===== config.mk =====
export PLATFORM = sky130hd
export DESIGN_NAME = adc_ctrl
export DESIGN_NICKNAME = d
export VERILOG_FILES = /design/src/hdl/adc_ctrl_pkg.sv /design/src/hdl/adc_ctrl.sv /design/src/hdl/adc_clk_gen.sv /design/src/hdl/adc_result_fmt.sv
export VERILOG_INCLUDE_DIRS = /design/src /design/src/hdl
export SDC_FILE = /design/constraint.sdc
export NUM_CORES = 1
export LEC_CHECK = 0
export BUFFER_PORTS_ARGS = -buffer_cell sky130_fd_sc_hd__buf_2
export CELL_PAD_IN_SITES_DETAIL_PLACEMENT = 1
export CELL_PAD_IN_SITES_GLOBAL_PLACEMENT = 2
export CORE_UTILIZATION = 32
export CTS_BUF_LIST = sky130_fd_sc_hd__clkbuf_8 sky130_fd_sc_hd__clkbuf_16
export DETAILED_ROUTE_END_ITERATION = 6
export PLACE_DENSITY_LB_ADDON = 0.1
export SLEW_MARGIN = 20
export SYNTH_ARGS = -nofsm -noshare
export SYNTH_HDL_FRONTEND = slang
export SYNTH_HIERARCHICAL = 1
export SYNTH_SLANG_ARGS = --single-unit

===== constraint.sdc =====
create_clock -name clk_i -period 4.8 [get_ports clk_i]
set_clock_uncertainty 0.05 [all_clocks]
set_input_delay 0.24 -clock clk_i [delete_from_list [all_inputs] [get_ports clk_i]]
set_output_delay 0.24 -clock clk_i [all_outputs]
set_load 0.01 [all_outputs]

===== src/hdl/adc_ctrl_cfg.svh =====
// constants of the converter control register block
`ifndef ADC_CTRL_CFG_SVH
`define ADC_CTRL_CFG_SVH
// register indices; the byte address on the bus is four times the index
`define ADC_IDX_CONTROL      8'h1F
`define ADC_IDX_CONFIG       8'h9F
`define ADC_IDX_RESULT_HIGH  8'hA0
`define ADC_IDX_RESULT_LOW   8'hA1
`define ADC_IDX_IRQ_STATUS   8'hA2
`define ADC_IDX_IRQ_MASK     8'hA3
`define ADC_IDX_VARIANT      8'hA4
// converter_control fields
`define ADC_CLKSEL_HI        7
`define ADC_CLKSEL_LO        6
`define ADC_CHSEL_HI         5
`define ADC_CHSEL_LO         3
`define ADC_GO_BIT           2
`define ADC_PWR_BIT          0
`define ADC_CONTROL_WMASK    8'hFD
// converter_config fields
`define ADC_JUSTIFY_BIT      7
`define ADC_PCFG_HI          3
`define ADC_PCFG_LO          0
`define ADC_CONFIG_WMASK     8'h8F
// reset values
`define ADC_CONTROL_RST      8'h00
`define ADC_CONFIG_RST       8'h00
// channels on the small package variant
`define ADC_SMALL_CHANNELS   3'h5
// internal rc oscillator period and derived cycle count at 20 MHz
`define ADC_CLK_PERIOD_NS    50
`define ADC_RC_PERIOD_NS     4000
`define ADC_RC_DIV           ((`ADC_RC_PERIOD_NS + `ADC_CLK_PERIOD_NS - 1) / `ADC_CLK_PERIOD_NS)
// divider ratios of the conversion clock
`define ADC_DIV_2            7'h01
`define ADC_DIV_8            7'h04
`define ADC_DIV_32           7'h10
`define ADC_DIV_RC           7'(`ADC_RC_DIV)
// conversion length in conversion bit times
`define ADC_CONV_TICKS       4'hC
`endif


===== src/hdl/adc_ctrl_pkg.sv =====
// types of the converter control register block
package adc_ctrl_pkg;
   typedef enum logic [2:0] {
      CONV_IDLE = 3'b001,
      CONV_RUN  = 3'b010,
      CONV_DONE = 3'b100
   } conv_state_t;
   typedef enum logic [1:0] {
      CLK_DIV2  = 2'h0,
      CLK_DIV8  = 2'h1,
      CLK_DIV32 = 2'h2,
      CLK_RC    = 2'h3
   } clk_sel_t;
endpackage : adc_ctrl_pkg


===== src/hdl/adc_ctrl.sv =====
// converter control and configuration registers with ahb-lite slave
`timescale 1ns/1ps
`include "adc_ctrl_cfg.svh"
// Behaviour
// RULE_01: bits 5:3 of control pick input channel 0..7 by binary code.
// RULE_02: small package variant: channel codes 5, 6, 7 select no input.
// RULE_03: control bit 0 powers the converter; cleared means fully off.
// RULE_04: justify bit 7 set: right justified, upper six bits of high read zero.
// RULE_05: justify bit clear: left justified, lower six bits of low read zero.
// RULE_06: clock select 00 /2, 01 /8, 10 /32, 11 internal rc oscillator. The code gives a bit time of 1, 4, 16 or 80 clock cycles.
// RULE_07: software sets go bit only while powered and after acquisition time.
// RULE_08: on completion load result, clear go bit, set done flag.
// RULE_09: software waits two bit times after a conversion before next acquisition.
module adc_ctrl (
   input  wire logic        clk_i,
   input  wire logic        nrst_i,
   input  wire logic        hsel_i,
   input  wire logic [31:0] haddr_i,
   input  wire logic [1:0]  htrans_i,
   input  wire logic        hwrite_i,
   input  wire logic [2:0]  hsize_i,
   input  wire logic [31:0] hwdata_i,
   input  wire logic        hready_i,
   output logic [31:0]      hrdata_o,
   output logic             hreadyout_o,
   output logic             hresp_o,
   input  wire logic        small_pkg_i,
   input  wire logic [9:0]  conv_data_i,
   output logic             conv_power_o,
   output logic [7:0]       chan_enable_o,
   output logic             conv_sample_o,
   output logic             conv_tick_o,
   output logic [3:0]       pin_analog_config_o,
   output logic             irq_o
);
   logic [7:0]              control_r;
   logic [7:0]              config_r;
   logic                    done_flag_r;
   logic                    done_mask_r;
   logic                    small_r;
   logic                    wr_pend_r;
   logic                    rd_pend_r;
   logic [7:0]              addr_r;
   logic [3:0]              bit_cnt_r;
   adc_ctrl_pkg::conv_state_t state_r;
   adc_ctrl_pkg::conv_state_t state_nxt;
   logic                    tick;
   logic                    done_evt;
   logic                    go_set;
   logic                    flag_clr;
   logic [7:0]              res_high;
   logic [7:0]              res_low;
   logic                    addr_ok;
   logic                    take;
   logic [7:0]              rd_val;
   logic [7:0]              control_nxt;
   logic [2:0]              strap_sync_r;
   logic                    wr_control;
   logic                    wr_config;
   logic                    wr_mask;

   // address phase taken when selected, nonsequential or sequential, and bus ready
   assign take    = hsel_i && htrans_i[1] && hready_i;
   assign addr_ok = (haddr_i[1:0] == 2'h0) && (haddr_i[31:10] == 22'h000000);

   // capture address phase; the index is held through a read's wait state
   always_ff @(posedge clk_i) begin
      if (!nrst_i) begin
         wr_pend_r <= 1'b0;
         rd_pend_r <= 1'b0;
         addr_r    <= 8'h00;
      end else begin
         wr_pend_r <= take && hwrite_i && addr_ok;
         rd_pend_r <= take && !hwrite_i;
         if (take) begin
            addr_r <= addr_ok ? haddr_i[9:2] : 8'hFF;
         end
      end
   end

   // a read costs one wait state so its data leave a flop and already see
   // a write that ended at the address edge; writes never wait
   always_ff @(posedge clk_i) begin
      if (!nrst_i) begin
         hreadyout_o <= 1'b1;
         hresp_o     <= 1'b0;
      end else begin
         hreadyout_o <= !(take && !hwrite_i);
         hresp_o     <= 1'b0;
      end
   end

   // read data captured in the wait state; unmapped addresses read zero
   always_ff @(posedge clk_i) begin
      if (!nrst_i) begin
         hrdata_o <= 32'h00000000;
      end else if (rd_pend_r) begin
         hrdata_o <= {24'h000000, rd_val};
      end
   end

   // strap pin through three flops; a level counts once the last two agree,
   // so a slowly settling strap never flips the channel map on one sample
   always_ff @(posedge clk_i) begin
      if (!nrst_i) begin
         strap_sync_r <= 3'h0;
      end else begin
         strap_sync_r <= {strap_sync_r[1:0], small_pkg_i};
      end
   end

   always_ff @(posedge clk_i) begin
      if (!nrst_i) begin
         small_r <= 1'b0;
      end else if (strap_sync_r[1] == strap_sync_r[2]) begin
         small_r <= strap_sync_r[2];
      end
   end

   // write strobes, one per register that software can change
   assign wr_control = wr_pend_r && (addr_r == `ADC_IDX_CONTROL);
   assign wr_config  = wr_pend_r && (addr_r == `ADC_IDX_CONFIG);
   assign wr_mask    = wr_pend_r && (addr_r == `ADC_IDX_IRQ_MASK);

   // go may only start while powered; a write that clears power aborts a running conversion
   assign go_set = wr_control && hwdata_i[`ADC_GO_BIT] // RULE_07
                   && hwdata_i[`ADC_PWR_BIT] && (state_r == adc_ctrl_pkg::CONV_IDLE);

   // next control value; only a run in progress keeps go through a write, so a
   // write landing on the completion cycle cannot leave go stuck high
   always_comb begin
      control_nxt = control_r;
      if (wr_control) begin
         control_nxt = hwdata_i[7:0] & `ADC_CONTROL_WMASK;
         control_nxt[`ADC_GO_BIT] = go_set || (control_r[`ADC_GO_BIT] && hwdata_i[`ADC_PWR_BIT]
                                               && state_r == adc_ctrl_pkg::CONV_RUN);
      end else if (done_evt || !control_r[`ADC_PWR_BIT]) begin
         control_nxt[`ADC_GO_BIT] = 1'b0; // RULE_08
      end
   end

   // control register
   always_ff @(posedge clk_i) begin
      if (!nrst_i) begin
         control_r <= `ADC_CONTROL_RST;
      end else begin
         control_r <= control_nxt;
      end
   end

   // config register: justify and pin configuration
   always_ff @(posedge clk_i) begin
      if (!nrst_i) begin
         config_r <= `ADC_CONFIG_RST;
      end else if (wr_config) begin
         config_r <= hwdata_i[7:0] & `ADC_CONFIG_WMASK;
      end
   end

   // bit-time source; stops while unpowered
   adc_clk_gen u_clk (
      .clk_i  (clk_i),
      .nrst_i (nrst_i),
      .run_i  (control_r[`ADC_PWR_BIT]), // RULE_03
      .sel_i  (control_r[`ADC_CLKSEL_HI:`ADC_CLKSEL_LO]), // RULE_06
      .tick_o (tick)
   );

   // conversion sequencer: run a fixed number of bit times, then complete
   always_comb begin
      state_nxt = state_r;
      case (state_r)
         adc_ctrl_pkg::CONV_IDLE: if (go_set) state_nxt = adc_ctrl_pkg::CONV_RUN;
         adc_ctrl_pkg::CONV_RUN: begin
            if (!control_r[`ADC_PWR_BIT]) state_nxt = adc_ctrl_pkg::CONV_IDLE;
            else if (tick && bit_cnt_r == `ADC_CONV_TICKS - 4'h1) state_nxt = adc_ctrl_pkg::CONV_DONE;
         end
         adc_ctrl_pkg::CONV_DONE: state_nxt = adc_ctrl_pkg::CONV_IDLE;
         default: state_nxt = adc_ctrl_pkg::CONV_IDLE;
      endcase
   end
   assign done_evt = (state_r == adc_ctrl_pkg::CONV_DONE);

   // state register
   always_ff @(posedge clk_i) begin
      if (!nrst_i) begin
         state_r <= adc_ctrl_pkg::CONV_IDLE;
      end else begin
         state_r <= state_nxt;
      end
   end

   // bit-time counter inside a conversion
   always_ff @(posedge clk_i) begin
      if (!nrst_i || state_r != adc_ctrl_pkg::CONV_RUN) begin
         bit_cnt_r <= 4'h0;
      end else if (tick) begin
         bit_cnt_r <= bit_cnt_r + 4'h1;
      end
   end

   // result pair loaded at completion
   adc_result_fmt u_fmt (
      .clk_i   (clk_i),
      .nrst_i  (nrst_i),
      .load_i  (done_evt), // RULE_08
      .right_i (config_r[`ADC_JUSTIFY_BIT]),
      .data_i  (conv_data_i),
      .high_o  (res_high),
      .low_o   (res_low)
   );

   // sticky done flag, write one to clear; a same-cycle completion wins
   assign flag_clr = wr_pend_r && (addr_r == `ADC_IDX_IRQ_STATUS) && hwdata_i[0];
   always_ff @(posedge clk_i) begin
      if (!nrst_i) begin
         done_flag_r <= 1'b0;
      end else if (done_evt) begin
         done_flag_r <= 1'b1; // RULE_08
      end else if (flag_clr) begin
         done_flag_r <= 1'b0;
      end
   end

   // interrupt mask register
   always_ff @(posedge clk_i) begin
      if (!nrst_i) begin
         done_mask_r <= 1'b0;
      end else if (wr_mask) begin
         done_mask_r <= hwdata_i[0];
      end
   end

   // level interrupt from a flip-flop; lags the flag by one cycle
   always_ff @(posedge clk_i) begin
      if (!nrst_i) begin
         irq_o <= 1'b0;
      end else begin
         irq_o <= done_flag_r && done_mask_r;
      end
   end

   // read mux; reserved bits read zero
   always_comb begin
      case (addr_r)
         `ADC_IDX_CONTROL:     rd_val = control_r & `ADC_CONTROL_WMASK;
         `ADC_IDX_CONFIG:      rd_val = config_r;
         `ADC_IDX_RESULT_HIGH: rd_val = res_high;
         `ADC_IDX_RESULT_LOW:  rd_val = res_low;
         `ADC_IDX_IRQ_STATUS:  rd_val = {7'h00, done_flag_r};
         `ADC_IDX_IRQ_MASK:    rd_val = {7'h00, done_mask_r};
         `ADC_IDX_VARIANT:     rd_val = {7'h00, small_r};
         default:              rd_val = 8'h00;
      endcase
   end

   // converter power follows the control bit one cycle later
   always_ff @(posedge clk_i) begin
      if (!nrst_i) begin
         conv_power_o <= 1'b0;
      end else begin
         conv_power_o <= control_r[`ADC_PWR_BIT]; // RULE_03
      end
   end

   // run level and bit-time pulses share one delay, so every pulse falls inside the run
   always_ff @(posedge clk_i) begin
      if (!nrst_i) begin
         conv_sample_o <= 1'b0;
      end else begin
         conv_sample_o <= (state_r == adc_ctrl_pkg::CONV_RUN);
      end
   end

   always_ff @(posedge clk_i) begin
      if (!nrst_i) begin
         conv_tick_o <= 1'b0;
      end else begin
         conv_tick_o <= tick && (state_r == adc_ctrl_pkg::CONV_RUN);
      end
   end

   // pin configuration passed unchanged to the port logic
   always_ff @(posedge clk_i) begin
      if (!nrst_i) begin
         pin_analog_config_o <= 4'h0;
      end else begin
         pin_analog_config_o <= config_r[`ADC_PCFG_HI:`ADC_PCFG_LO];
      end
   end

   // one-hot channel routing; nothing routed while off or to a missing channel
   genvar g;
   generate
      for (g = 0; g < 8; g = g + 1) begin : g_chan
         always_ff @(posedge clk_i) begin
            if (!nrst_i) begin
               chan_enable_o[g] <= 1'b0;
            end else begin
               chan_enable_o[g] <= control_r[`ADC_PWR_BIT]
                                   && (control_r[`ADC_CHSEL_HI:`ADC_CHSEL_LO] == 3'(g)) // RULE_01
                                   && !(small_r && 3'(g) >= `ADC_SMALL_CHANNELS); // RULE_02
            end
         end
      end
   endgenerate
endmodule : adc_ctrl


===== src/hdl/adc_clk_gen.sv =====
// conversion bit-time tick generator
`timescale 1ns/1ps
`include "adc_ctrl_cfg.svh"
module adc_clk_gen (
   input  wire logic       clk_i,
   input  wire logic       nrst_i,
   input  wire logic       run_i,
   input  wire logic [1:0] sel_i,
   output logic            tick_o
);
   logic [6:0] cnt_r;
   logic [6:0] limit;

   // divider end for the selected source; rc is modelled by a fixed slow divide
   always_comb begin
      case (adc_ctrl_pkg::clk_sel_t'(sel_i))
         adc_ctrl_pkg::CLK_DIV2:  limit = `ADC_DIV_2;
         adc_ctrl_pkg::CLK_DIV8:  limit = `ADC_DIV_8;
         adc_ctrl_pkg::CLK_DIV32: limit = `ADC_DIV_32;
         default:                 limit = `ADC_DIV_RC;
      endcase
   end

   // count stops while powered down so no toggling happens
   always_ff @(posedge clk_i) begin
      if (!nrst_i || !run_i) begin
         cnt_r  <= 7'h00;
         tick_o <= 1'b0;
      end else if (cnt_r >= limit - 7'h01) begin
         cnt_r  <= 7'h00;
         tick_o <= 1'b1;
      end else begin
         cnt_r  <= cnt_r + 7'h01;
         tick_o <= 1'b0;
      end
   end
endmodule : adc_clk_gen


===== src/hdl/adc_result_fmt.sv =====
// justification of the ten-bit result across two byte registers
`timescale 1ns/1ps
module adc_result_fmt (
   input  wire logic       clk_i,
   input  wire logic       nrst_i,
   input  wire logic       load_i,
   input  wire logic       right_i,
   input  wire logic [9:0] data_i,
   output logic [7:0]      high_o,
   output logic [7:0]      low_o
);
   logic [9:0] res_r;

   // result captured on completion only
   always_ff @(posedge clk_i) begin
      if (!nrst_i) begin
         res_r <= 10'h000;
      end else if (load_i) begin
         res_r <= data_i;
      end
   end

   // format reapplied every cycle from the stored result, so the justify bit acts one cycle later
   always_ff @(posedge clk_i) begin
      if (!nrst_i) begin
         high_o <= 8'h00;
         low_o  <= 8'h00;
      end else if (right_i) begin
         high_o <= {6'h00, res_r[9:8]}; // RULE_04
         low_o  <= res_r[7:0];
      end else begin
         high_o <= res_r[9:2];
         low_o  <= {res_r[1:0], 6'h00}; // RULE_05
      end
   end
endmodule : adc_result_fmt


# Word level (Yosys, flattened, before mapping)
# Cells that the tools add are included.
# Widths: inputs -> output; s select.
# word_totals
ff_bits	94
input_bits	85
out_inout_bits	50
wordCells	126
# op_classes
n_addsub	3
magnitude_cmp	1
n_eq_ne	24
mux	14
bitwise_logic	1
n_reduce_logical	49
# op_table
op	count
$pmux 8 s7	1
$eq 8x8->1 const B	6
$logic_and 1x1->1	30
$logic_not 22->1	1
$pmux 7 s3	1
$mux 8	2
$eq 3x3->1 const B	5
$eq 3x2->1 const B	3
$mux 3	3
$eq 8x5->1 const B	1
$add 7x1->7 const B	1
$ge 7x7->1	1
$sub 7x1->7 const B	1
$eq 3x1->1 const B	2
$pmux 3 s2	1
$logic_not 1->1	5
$mux 1	5
$add 4x1->4 const B	1
$eq 4x4->1 const B	1
$logic_not 2->1	2
$logic_or 1x1->1	4
$reduce_and 2->1	2
$reduce_bool 2->1	2
$reduce_or 2->1	2
9 further kinds	9

# Logic depth before layout (Yosys ltp)
# logic_depth
word_depth	7
ltp_mapped	7
mapped_depth_nobuf	6

# Modules after synthesis
# Netlist, hierarchy kept.
# by_module_without_submodules
module	instances	cells_per_inst	area_per_inst_um2	seq_area_each_um2
adc_ctrl	1	270	2628.8	1201.2
adc_result_fmt	1	71	857.1	520.5
adc_clk_gen	1	55	541.8	160.2

# Worst setup path before layout
# OpenSTA, ideal clock, no wires.
# synth_timing
path_type	register to register
from	register control_r[7]
to	register u_clk.cnt_r[1]
setup_ns	0.073
t_arrival_ns	1.816
required_time_ns	4.677
path_slack_ns	2.862
path_stages_with_launch	8
path_buffers	1
period_less_slack_ns	1.938
path_cell_list	dfxtp_1 -> or2_2 -> ha_1 -> nand4_1 -> a2111oi_2 -> or4b_1 -> buf_6 -> nor3b_2
# synth_via
elab_chain_cells	5
word_cells_on_any_way	7
cone_classes	add/sub (1); order compare (1); eq/ne (2); mux (1); reduce/logical (2)
# synth_rtl
element	line	source
start, declared	adc_ctrl.sv:36	logic [7:0] control_r;
start signal, assigned	adc_ctrl.sv:145	control_r <= `ADC_CONTROL_RST;
start signal, assigned	adc_ctrl.sv:147	control_r <= control_nxt;
$eq 2x2->1 (tied with other cells)	adc_clk_gen.sv:16	case (adc_ctrl_pkg::clk_sel_t'(sel_i))
$pmux 7 s3 (*)	adc_clk_gen.sv:16	
$sub 7x1->7 (*)	adc_clk_gen.sv:29	end else if (cnt_r >= limit - 7'h01) begin
$ge 7x7->1 (*)	adc_clk_gen.sv:29	
$reduce_or 2->1 (no line) (*)	n/a	
end signal, assigned	adc_clk_gen.sv:33	cnt_r <= cnt_r + 7'h01;
end, declared	adc_clk_gen.sv:11	logic [6:0] cnt_r;
# Mark *: on every way between the ends. The rest lies on a longest branch, timed or not.
# A chain may end at the register's enable or synchronous reset.

# Worst setup path in the final report
# Ends and elaborated chain as after synthesis.

==> results.sh <==
export IMPL_tns_ps=0
export IMPL_crit_arrival_ps=2430
export IMPL_yosys_top_cells_count="94 x dfxtp_1, 30 x nor2_1, 28 x mux2i_1"
export IMPL_placed_cells=633
export IMPL_clk_insertion_delay_late_ps=340
export IMPL_drcViolationCount=0
export IMPL_synth_most_common_cell="dfxtp_1"
export IMPL_postCtsResizedCells=0
export IMPL_dr_total_vias=2986
export IMPL_grt_use_total_pct=15.13
export IMPL_slew_headroom_pct=48.56
export IMPL_grt_ovfl_total=0
export IMPL_synth_yosys_warnings=6
export IMPL_rsz0062_at_grt="no"
export IMPL_fin_cells=649
export IMPL_rows=40
export IMPL_leakagePower_uw=0.001964
export IMPL_die_height_microns=114.2
export IMPL_cts_max_level=3
export IMPL_diodes=0
export IMPL_min_path_type="primary input to register"
export IMPL_synth_cells=396
export IMPL_initialDrtViolationCount=108
export IMPL_fillCellCount=1421
export IMPL_final_hold_violation_count=0
export IMPL_drive_above_1_share_pct=25.99
export IMPL_die_area_sq_mm=0.01304
export IMPL_ys_async_sr_fraction_pct=0
export IMPL_cts_made_buffers=9
export IMPL_core_area_sq_mm=0.01216
export IMPL_post_cts_buffers=0
export IMPL_fmax_mhz=452.2
export IMPL_worst_pin_slew_ps=765.9
export IMPL_drv_slew=0
export IMPL_crit_path_end_kind="register"
export IMPL_synth_edf_count=0
export IMPL_start_util_pct=33.12
export IMPL_cts_root_buffer="clkbuf_16"
export IMPL_ys_seq_area_share_pct=46.72
export IMPL_synth_area_leader_cell="dfxtp_1"
export IMPL_port_buffers=81
export IMPL_wirelength_mm=9.273
export IMPL_finalNetCount=569
export IMPL_synthFlopType="dfxtp_1"
export IMPL_power_density_mw_per_mm2=319.0
export IMPL_ys_ff_latch=94
export IMPL_synthTopCellsByArea="dfxtp_1 47%, mux2i_1 7.0%, buf_4 4.8%"
export IMPL_synth_avg_cell_area_sq_um=10.17
export IMPL_crit_required_ps=5020
export IMPL_critical_path_class="register to register"
export IMPL_clock_sinks=94
export IMPL_area_delta_synth_final_pct=18.58
export IMPL_grt_pass1_vias=3001
export IMPL_cts_hold_buf=0
export IMPL_synth_top_area_share_pct=46.72
export IMPL_wl_per_cell_microns=14.29
export IMPL_die_w_microns=114.2
export IMPL_ios=135
export IMPL_start_kind="register"
export IMPL_hpwl_mm=6.887
export IMPL_clkTransAtPathRegs_ps=60
export IMPL_drt_pass1_iterations=4
export IMPL_vdd_drop_max_mv=0.1794
export IMPL_netlist_area_sq_mm=0.004028
export IMPL_period_share_pct=46.08
export IMPL_drv_cap=0
export IMPL_tritoncts="built"
export IMPL_grt_start_max_net_pins=44
export IMPL_status="completed"
export IMPL_antenna_found_initial=0
export IMPL_cts_max_path_buffers=2
export IMPL_routabilityCongestion=0.7027
export IMPL_grt_pass1_wl_mm=15.08
export IMPL_drtAntennaViolNets=0
export IMPL_setup_violations=0
export IMPL_crit_fanout=10
export IMPL_min_period_ps=2212
export IMPL_ys_types=52
export IMPL_post_drt_via_cell_ratio=4.601
state kept, by name, summed over array words and instances, names as in the netlist, 3 cells and up:
| signal | flops |
|---|---|
| config_r | 5 |
| state_r | 3 |
| u_fmt/res_r | 10 |
| u_clk/cnt_r | 7 |
| u_fmt/low_o | 8 |
| chan_enable_o | 8 |
| u_fmt/high_o | 8 |
| strap_sync_r | 3 |
| control_r | 7 |
| bit_cnt_r | 4 |
| addr_r | 8 |
| hrdata_o | 8 |
| pin_analog_config_o | 4 |
layout make-up:
cell class | count | area, sq um | share of cell area (%)
inverters | 10 | 37.54 | 0.7860
clock buffers | 11 | 252.7 | 5.292
repair buffers | 82 | 412.9 | 8.646
well taps | 168 | 210.2 | 4.401
clock inverters | 5 | 26.28 | 0.5502
multi-input cells | 279 | 1954 | 40.92
flip-flops and latches | 94 | 1882 | 39.40
cell usage in the layout, fill, tap and decap left out, drive strengths merged, types with 10 or more instances in the layout:
| cell | count |
|---|---|
| dfxtp | 94 |
| buf | 82 |
| nor2 | 30 |
| mux2i | 28 |
| conb | 27 |
| and2 | 17 |
| nand2 | 15 |
| nor2b | 15 |
| nor3 | 14 |
| o21ai | 13 |
| inv | 12 |
| nand2b | 11 |
| mux2 | 11 |
| clkbuf | 11 |
| and3 | 10 |
critical path: stages, from the launching register on:
cell and delay, ps:
dfxtp_1 410, or2_2 330, ha_1 270, nand4_1 100, a2111oi_2 50, or4b_1 700
nor3b_2 210
logic make-up after synthesis:
| family | after synthesis | synth area share [%] |
|---|---|---|
| xor gates and xnor gates | 8 | 1.740 |
| DFF | 94 | 46.72 |
| AOI/OAI and AO/OA | 44 | 8.046 |
| buffers and inverters | 48 | 7.363 |
| muxes | 39 | 10.03 |
| adders and majority gates | 8 | 2.485 |
| and+or+nand+nor | 153 | 23.42 |
| other | 2 | 0.1865 |
per-layer routing:
layer,GRT usage (%),share of wire (%),wire length [microns]
met1,17.58,43,4028
met2,26.79,51,4755
met3,3.864,4.2,392
met4,5.455,1.0,95
met5,0,0,0
power breakdown:
part           total [uW]  switching (uW)  internal, uW
registers             794            9.12           785
clock network         665             290           375
logic                64.6            35.2          29.4
total                1520             335          1190
final timing paths:
kind / from / to / slack [ps] / cells past startpoint
worst max register to register: control_r[7] / u_clk/cnt_r[1] / 2590 / 6
worst min register to register: strap_sync_r[0] / strap_sync_r[1] / 390 / 1
worst min-delay path: small_pkg_i / strap_sync_r[0] / 50 / 2
worst max-delay path: control_r[7] / u_clk/cnt_r[1] / 2590 / 6
metrics by stage:
step                      cell area [sq um]  util, %  setup WS, ps  hold slack, ps  power [uW]
after floorplan                        4121        -          2862           309.0       859.3
after global routing                   4776    39.27          2352           59.12        1585
after CTS                              4770    39.22          2422           43.02        1550
after global placement                 4491    36.92          2491           377.3       875.4
after detailed placement               4491    36.92          2414           382.6       877.1
final                                  4776    39.27          2588           53.56        1523
Power figures use the tool's default switching activity.
